[config.mk]
export PLATFORM = sky130hd
export DESIGN_NAME = irp_regs
export DESIGN_NICKNAME = d
export VERILOG_FILES = /design/src/irp_pkg.sv /design/src/irp_access_dec.sv /design/src/irp_id_converter.sv /design/src/irp_regs.sv
export SDC_FILE = /design/constraint.sdc
export NUM_CORES = 1
export LEC_CHECK = 0
export ABC_AREA = 1
export BUFFER_PORTS_ARGS = -buffer_cell sky130_fd_sc_hd__buf_2
export CAP_MARGIN = 20
export CORE_UTILIZATION = 51
export DETAILED_ROUTE_END_ITERATION = 8
export PLACE_DENSITY = 0.76
export SETUP_SLACK_MARGIN = 0.02
export SLEW_MARGIN = 20
export SYNTH_ARGS = -nofsm -noshare
export SYNTH_HDL_FRONTEND = slang
export SYNTH_SLANG_ARGS = --single-unit
[constraint.sdc]
create_clock -name clk -period 1.53 [get_ports clk]
set_input_delay 0.153 -clock clk [delete_from_list [all_inputs] [get_ports clk]]
set_output_delay 0.153 -clock clk [all_outputs]
set_load 0.02 [all_outputs]
[src/irp_pkg.sv]
// Package: register map, field layout, resets and timing for the ID/IO register bank
package irp_pkg;

  localparam logic [5:0] ADDR_CONV_WR = 6'h36;
  localparam logic [5:0] ADDR_CONV_SET = 6'h37;
  localparam logic [5:0] ADDR_CONV_CLR = 6'h38;
  localparam logic [5:0] ADDR_IO_WR = 6'h39;
  localparam logic [5:0] ADDR_IO_SET = 6'h3a;
  localparam logic [5:0] ADDR_IO_CLR = 6'h3b;

  // Conversion register field positions
  localparam int CONV_CODE_LSB = 0;
  localparam int CONV_DONE_BIT = 3;
  localparam int CONV_GO_BIT = 4;
  localparam int CONV_RSVD5_BIT = 5;
  localparam int CONV_IRQEN_BIT = 6;
  // Bits that software may write (code is read-only, done is hardware)
  localparam logic [7:0] CONV_WMASK = 8'h70;
  localparam logic [7:0] CONV_RESET = 8'h00;

  // IO and power register field positions
  localparam int IO_SWAP_BIT = 1;
  localparam int IO_SER_LVL_LSB = 2;
  localparam int IO_PU_PLUS_BIT = 4;
  localparam int IO_PU_MINUS_BIT = 5;
  localparam int IO_BUS_LVL_LSB = 6;
  localparam logic [7:0] IO_WMASK = 8'hfe;
  localparam logic [7:0] IO_RESET = 8'h04;

  localparam logic [2:0] CODE_ERROR = 3'h7;
  localparam logic [1:0] LVL_3V3 = 2'h0;

  // Conversion timing
  localparam int CLK_MHZ = 50;
  localparam int CONV_TIME_US = 282;
  localparam int CONV_CYCLES = CONV_TIME_US * CLK_MHZ;

  typedef enum logic [1:0] {
    IRP_ACC_WRITE = 2'b00,
    IRP_ACC_SET = 2'b01,
    IRP_ACC_CLEAR = 2'b10
  } irp_acc_type;

  // One register access from the link side
  typedef struct packed {
    logic wrStb;
    logic rdStb;
    logic [5:0] addr;
    logic [7:0] wdata;
  } irp_req_type;

  // Operating mode of the transceiver around the bank
  typedef struct packed {
    logic serialMode;
    logic audioMode;
    logic serialTransmitEnable;
  } irp_mode_type;

endpackage

[src/irp_access_dec.sv]
// Address decode of set/write/clear accesses for one register window
`timescale 1ns/10ps
`default_nettype none
module irp_access_dec #(
  parameter logic [5:0] BASE = 6'h00
) (
  input wire logic [5:0] addr,
  input wire logic wrStb,
  input wire logic rdStb,
  output logic hit,
  output logic rdHit,
  output irp_pkg::irp_acc_type acc
);

  // Three consecutive addresses: base writes, +1 sets, +2 clears
  always_comb begin
    hit = 1'b0;
    rdHit = 1'b0;
    acc = irp_pkg::IRP_ACC_WRITE;
    if (addr == BASE) begin
      hit = wrStb;
      rdHit = rdStb;
    end else if (addr == 6'(BASE + 6'h01)) begin
      hit = wrStb;
      rdHit = rdStb;
      acc = irp_pkg::IRP_ACC_SET;
    end else if (addr == 6'(BASE + 6'h02)) begin
      hit = wrStb;
      rdHit = rdStb;
      acc = irp_pkg::IRP_ACC_CLEAR;
    end
  end

endmodule // irp_access_dec
`default_nettype wire

[src/irp_id_converter.sv]
// Timed ID-resistor conversion engine
`timescale 1ns/10ps
`default_nettype none
module irp_id_converter #(
  parameter int CYCLES = irp_pkg::CONV_CYCLES
) (
  input wire logic clk,
  input wire logic arst_n,
  input wire logic start,
  input wire logic [2:0] measuredCode,
  output logic busy,
  output logic finish,
  output logic [2:0] code
);

  typedef enum logic [0:0] {
    IRP_IDLE = 1'b0,
    IRP_RUN = 1'b1
  } irp_cstate_type;

  irp_cstate_type state_r;
  logic [15:0] count_r;

  assign busy = (state_r == IRP_RUN);

  // Counts conversion time; code latched at the end
  always_ff @(posedge clk or negedge arst_n) begin
    if (!arst_n) begin
      state_r <= IRP_IDLE;
      count_r <= 16'h0000;
      finish <= 1'b0;
      code <= 3'h0;
    end else begin
      finish <= 1'b0;
      unique case (state_r)
        IRP_IDLE: begin
          if (start) begin
            state_r <= IRP_RUN;
            count_r <= 16'(CYCLES - 1);
          end
        end
        IRP_RUN: begin
          if (count_r == 16'h0000) begin
            state_r <= IRP_IDLE;
            finish <= 1'b1;
            // Unused 110 reported as error
            code <= (measuredCode == 3'h6) ? irp_pkg::CODE_ERROR : measuredCode;
          end else begin
            count_r <= count_r - 16'h0001;
          end
        end
      endcase
    end
  end

endmodule // irp_id_converter
`default_nettype wire

[src/irp_regs.sv]
// ID-resistor conversion and IO/power control register bank
`timescale 1ns/10ps
`default_nettype none
module irp_regs (
  input wire logic clk,
  input wire logic arst_n,
  input wire irp_pkg::irp_req_type req,
  input wire irp_pkg::irp_mode_type mode,
  input wire logic carkitIrqEnable,
  input wire logic carkitStatusRead,
  input wire logic [2:0] measuredCode,
  output logic [7:0] rdata,
  output logic altInt,
  output logic [3:0] carkitView,
  output logic linePairSwap,
  output logic speakerSwap,
  output logic chargerPullupPlus,
  output logic chargerPullupMinus,
  output logic [1:0] regulatorLevel,
  output logic measureBusy
);

  logic [7:0] conv_r;
  logic [7:0] io_r;
  logic [2:0] code;
  logic convHit;
  logic convRd;
  logic ioHit;
  logic ioRd;
  logic busy;
  logic finish;
  logic goPulse;
  logic doneWasSet;
  logic [1:0] activeLevel_r;
  logic txEnPrev_r;
  logic [7:0] convNxt;
  logic [7:0] ioNxt;
  irp_pkg::irp_acc_type convAcc;
  irp_pkg::irp_acc_type ioAcc;

  ////////////////////////////////////////////////////////////////////
  // Address decode

  irp_access_dec #(.BASE(irp_pkg::ADDR_CONV_WR)) u_conv_dec (
    .addr(req.addr),
    .wrStb(req.wrStb),
    .rdStb(req.rdStb),
    .hit(convHit),
    .rdHit(convRd),
    .acc(convAcc)
  );

  irp_access_dec #(.BASE(irp_pkg::ADDR_IO_WR)) u_io_dec (
    .addr(req.addr),
    .wrStb(req.wrStb),
    .rdStb(req.rdStb),
    .hit(ioHit),
    .rdHit(ioRd),
    .acc(ioAcc)
  );

  ////////////////////////////////////////////////////////////////////
  // Conversion engine

  irp_id_converter u_conv (
    .clk(clk),
    .arst_n(arst_n),
    .start(goPulse),
    .measuredCode(measuredCode),
    .busy(busy),
    .finish(finish),
    .code(code)
  );

  // Merge a write/set/clear into the writable bits
  function automatic logic [7:0] merge(input logic [7:0] cur, input logic [7:0] wd,
                                       input irp_pkg::irp_acc_type acc,
                                       input logic [7:0] mask);
    logic [7:0] res;
    res = cur;
    unique case (acc)
      irp_pkg::IRP_ACC_WRITE: res = (cur & ~mask) | (wd & mask);
      irp_pkg::IRP_ACC_SET: res = cur | (wd & mask);
      irp_pkg::IRP_ACC_CLEAR: res = cur & ~(wd & mask);
      default: res = cur;
    endcase
    return res;
  endfunction

  // Next conversion value; bit 7 and code bits never writable
  always_comb begin
    convNxt = conv_r;
    if (convHit) begin
      convNxt = merge(conv_r, req.wdata, convAcc, irp_pkg::CONV_WMASK);
    end
    // Bit 5 forced to zero whatever the link writes
    convNxt[irp_pkg::CONV_RSVD5_BIT] = 1'b0;
  end

  // New measurement when start goes from 0 to 1 while idle
  assign goPulse = convNxt[irp_pkg::CONV_GO_BIT] & ~conv_r[irp_pkg::CONV_GO_BIT] & ~busy;
  assign doneWasSet = conv_r[irp_pkg::CONV_DONE_BIT];

  // Conversion register update; completion beats read-clear
  always_ff @(posedge clk or negedge arst_n) begin
    if (!arst_n) begin
      conv_r <= irp_pkg::CONV_RESET;
    end else begin
      conv_r[7] <= 1'b0;
      conv_r[irp_pkg::CONV_RSVD5_BIT] <= 1'b0;
      conv_r[irp_pkg::CONV_IRQEN_BIT] <= convNxt[irp_pkg::CONV_IRQEN_BIT];
      conv_r[2:0] <= code;
      if (finish) begin
        conv_r[irp_pkg::CONV_GO_BIT] <= 1'b0;
        conv_r[irp_pkg::CONV_DONE_BIT] <= 1'b1;
      end else begin
        conv_r[irp_pkg::CONV_GO_BIT] <= convNxt[irp_pkg::CONV_GO_BIT];
        if (convRd) begin
          conv_r[irp_pkg::CONV_DONE_BIT] <= 1'b0;
        end
      end
    end
  end

  // Interrupt on rising done with effective enable
  always_ff @(posedge clk or negedge arst_n) begin
    if (!arst_n) begin
      altInt <= 1'b0;
    end else begin
      altInt <= finish & ~doneWasSet
                & (conv_r[irp_pkg::CONV_IRQEN_BIT] | carkitIrqEnable);
    end
  end

  ////////////////////////////////////////////////////////////////////
  // IO and power register

  always_comb begin
    ioNxt = io_r;
    if (ioHit) begin
      ioNxt = merge(io_r, req.wdata, ioAcc, irp_pkg::IO_WMASK);
    end
  end

  always_ff @(posedge clk or negedge arst_n) begin
    if (!arst_n) begin
      io_r <= irp_pkg::IO_RESET;
    end else begin
      io_r <= ioNxt;
    end
  end

  ////////////////////////////////////////////////////////////////////
  // Read data; carkit view leaves done untouched

  always_ff @(posedge clk or negedge arst_n) begin
    if (!arst_n) begin
      rdata <= 8'h00;
      carkitView <= 4'h0;
    end else begin
      // Carkit read shows done and code without clearing
      carkitView <= {conv_r[irp_pkg::CONV_DONE_BIT], conv_r[2:0]};
      if (convRd) begin
        rdata <= conv_r;
      end else if (ioRd) begin
        rdata <= io_r;
      end else if (req.rdStb) begin
        rdata <= 8'h00;
      end
    end
  end

  ////////////////////////////////////////////////////////////////////
  // Pin and analog controls

  // Swap follows bit in USB and serial modes, never on speakers
  always_ff @(posedge clk or negedge arst_n) begin
    if (!arst_n) begin
      linePairSwap <= 1'b0;
      speakerSwap <= 1'b0;
    end else begin
      linePairSwap <= io_r[irp_pkg::IO_SWAP_BIT] & ~mode.audioMode;
      speakerSwap <= 1'b0;
    end
  end

  // Serial mode forces both pull-ups on
  always_ff @(posedge clk or negedge arst_n) begin
    if (!arst_n) begin
      chargerPullupPlus <= 1'b0;
      chargerPullupMinus <= 1'b0;
    end else begin
      chargerPullupPlus <= io_r[irp_pkg::IO_PU_PLUS_BIT] | mode.serialMode;
      chargerPullupMinus <= io_r[irp_pkg::IO_PU_MINUS_BIT] | mode.serialMode;
    end
  end

  // Audio forces 3V3; serial level only latched when transmit enable rises; bus level otherwise
  always_ff @(posedge clk or negedge arst_n) begin
    if (!arst_n) begin
      activeLevel_r <= irp_pkg::LVL_3V3;
      txEnPrev_r <= 1'b0;
    end else begin
      txEnPrev_r <= mode.serialTransmitEnable;
      if (mode.audioMode) begin
        activeLevel_r <= irp_pkg::LVL_3V3;
      end else if (mode.serialMode) begin
        if (mode.serialTransmitEnable & ~txEnPrev_r) begin
          activeLevel_r <= io_r[irp_pkg::IO_SER_LVL_LSB +: 2];
        end
      end else begin
        activeLevel_r <= io_r[irp_pkg::IO_BUS_LVL_LSB +: 2];
      end
    end
  end

  always_ff @(posedge clk or negedge arst_n) begin
    if (!arst_n) begin
      regulatorLevel <= irp_pkg::LVL_3V3;
      measureBusy <= 1'b0;
    end else begin
      regulatorLevel <= activeLevel_r;
      measureBusy <= busy;
    end
  end

endmodule // irp_regs
`default_nettype wire

==> results.yml <==
status:
  status: "finished with violations"
  failed_checks: "negative setup slack"
synthesis:
  yosys.area.top_type: "dfrtp_1"
  netlist_area_mm2: 0.00290
  synth_top_area_share_pct: 48.3
  synth-seq-cells: 57
  muxShareOfSynthArea_pct: 0
  synth-warning-count: 0
  synth_fa_ha_area_share_pct: 1.72
  synthTopCellsByArea: "dfrtp_1 (48%), nand2_1 (16%), nand3_1 (7.1%)"
  avgSynthCellArea_um2: 7.82
  ys_types: 36
  yosysSeqAreaShare_pct: 49.2
  synth_cells: 371
  synth_xor_area_share_pct: 0.906
  synth-compound-area-share_pct: 7.03
  synth_top_family_by_area: "simple AND/OR/NAND/NOR gates"
  synth_simple_gate_area_share_pct: 33.2
  syn_nets: 401
place:
  dp_hpwl_um: 4840
  pre_cts_slack_ns: -0.0349
  portBuffers: 42
  place_congestion: 0.921
  place_area_mm2: 0.00338
  place_inst: 505
floorplanning:
  start_util_pct: 52.7
  core_mm2: 0.00551
  fp.dieArea_mm2: 0.00599
  ioPinCount: 46
  die_h_um: 77.4
  die_x_um: 77.4
  rows: 27
worst_setup_path:
  cp_data_arrival_time_ns: 1.80
  cp.required_ns: 1.75
  crit_type: "reg2reg"
  worst_path_max_delay_cell: "dfrtp_1"
  end_kind: "flip-flop"
  cpMostUsedCell: "nand2_1"
  worstPathMaxFanout: 8
  slowest_delay_ns: 0.40
  path_cells: "nor2_2, inv_2, nor3_4, nand2_2, o21ai_4, buf_12, nand2_4, nand2_1, nand2_1"
  critPathLaunchType: "flip-flop"
timing:
  rsz0062_at_grt: "true"
  timing.hold.ws_ns: 0.0378
  min_period_over_period_pct: 103
  fin_skew_ns: 0.00748
  hold_violations: 0
  max_freq_mhz: 634
  setup_viol: 16
  slew_violations: 0
  fin_crit_ns: 1.58
  setup_ws_ns: -0.0470
worst_hold_path:
  hp-class: "in2reg"
final_layout:
  diodes: 0
  area_growth_pct: 30.4
  stdcell_count: 532
  final_common_cell: "nand2_1"
  fin_util_pct: 68.7
  drive_above_1_share_pct: 28.3
  finalNetCount: 485
  final_cell_mix: "nand2_1 (115), dfrtp_1 (55), buf_2 (42)"
  fin_area_mm2: 0.00378
global_route:
  grt_max_degree: 29
  grt_pass1_wl_um: 12000
  antenna_found_initial: 0
  track_usage_pct: 25.9
  overflow: 0
  grt_pass1_vias: 2600
drt:
  ant_nets: 0
  first_pass_iters: 4
  num_vias: 2741
  drt-wirelength-per-cell_um: 13.2
  drtIter0Drc: 152
  wirelength_um: 7040
  drc: 0
  vias_per_cell: 5.15
clock_network:
  clock_latency_ns: 0.33
  cts_sinks: 57
  path_clk_slew_ns: 0.07
  clock-root-buffer: "clkbuf_8"
  ctsLongestPathBuffers: 2
  htree_levels: 3
  cts_tree: "yes"
  cts_made_buffers: 9
power:
  p_leak_nw: 1.99
  p_per_area_mw_per_mm2: 1560
  ir_drop_uv: 1020
job:
  cap_violations: 0
critical path: cells and delay by family, from the launching register on:
kind / cells / cell delay, ns
flops: 1 / 0.40
simple gates: 6 / 0.69
buf+inv: 2 / 0.22
compound gates: 1 / 0.15
sequential cells by signal (all words and copies together) (netlist names), 2 cells and up:
signal / cells
activeLevel_r: 2
carkitView: 4
conv_r: 6
io_r: 8
rdata: 8
regulatorLevel: 2
u_conv.code: 3
u_conv.count_r: 16
stage by stage:
step	total power [mW]	TNS, ns
final	5.89	-0.568
after global routing	6.25	-1.54
after CTS	5.71	0
after detailed placement	4.03	-0.165
after global placement	3.94	0
after floorplan	3.36	-0.163
logic make-up after synthesis:
logic type,count (synthesis)
xor+xnor,3
flops,57
compound gates,31
simple gates,223
buf+inv,52
fa+ha+maj,4
other cells,1
layout make-up:
type / count / area [µm²]
flip-flops and latches: 57 / 1430
inverters: 44 / 165
clock buffers: 11 / 131
multi-input cells: 264 / 1350
repair buffers: 79 / 536
well taps: 72 / 90.1
fillers: 466 / 1720
clock inverters: 5 / 80.1
cells in the mapped netlist:
| master | instances |
|---|---|
| or2_2 | 2 |
| buf_6 | 2 |
| clkbuf_8 | 1 |
| nand2_2 | 1 |
| ha_1 | 4 |
| o21ai_4 | 1 |
| o31ai_1 | 7 |
| nand4_1 | 4 |
| dfrtp_1 | 56 |
| clkinv_1 | 2 |
| buf_4 | 1 |
| o32ai_1 | 2 |
| inv_1 | 39 |
| nor2_2 | 2 |
| buf_2 | 2 |
| a21oi_1 | 15 |
| o21ai_0 | 2 |
| nor3b_1 | 2 |
| buf_1 | 1 |
| nand2_4 | 1 |
| conb_1 | 1 |
| o211ai_1 | 2 |
| nand3_2 | 1 |
| nand3_1 | 41 |
| nand2_1 | 120 |
| xor2_1 | 1 |
| nor2_1 | 43 |
| nor3_2 | 1 |
| xnor2_1 | 2 |
| a22o_1 | 2 |
| nand3b_1 | 3 |
| nor3_1 | 1 |
| clkbuf_1 | 1 |
| dfstp_2 | 1 |
| nor3_4 | 1 |
| inv_2 | 3 |
layer usage:
layer	wire length [µm]	share of wire [%]	global-route usage, %
met1	3020	43	32.5
met2	3600	51	44.3
met4	90	1.3	7.55
met3	334	4.7	6.12
met5	0	0	0
worst paths after layout:
path / from / endpoint / slack, ns / cells past startpoint
worst max register to register: u_conv.count_r[5]$_DFFE_PN0P_ / u_conv.count_r[7]$_DFFE_PN0P_ / -0.05 / 9
min in group asynchronous: arst_n / txEnPrev_r$_DFF_PN0_ / 0.30 / 2
max in group asynchronous: arst_n / u_conv.count_r[3]$_DFFE_PN0P_ / 0.67 / 3
worst min-delay path: measuredCode[2] / u_conv.code[2]$_DFFE_PN0P_ / 0.04 / 3
worst min register to register: activeLevel_r[0]$_DFFE_PN0P_ / regulatorLevel[0]$_DFF_PN0_ / 0.38 / 0
worst max-delay path: u_conv.count_r[5]$_DFFE_PN0P_ / u_conv.count_r[7]$_DFFE_PN0P_ / -0.05 / 9
timing repair:
item | 4_1_cts | 5_1_grt
gates resized for setup | 7 | 19
setup buffers | 2 | 3
gates cloned | 3 | 0
hold buffers | 3 | 0
pin swaps | 2 | 7
endpoints found under the setup margin | 16 | 20
endpoints found under the hold margin | 18 | 0
power by group:
group	switching (mW)	total (mW)	internal [mW]
Sequential	0.306	2.17	1.86
Combinational	1.26	2.20	0.937
Clock	0.609	1.52	0.915
Total	2.17	5.89	3.72
(Power assumes the default switching activity.)
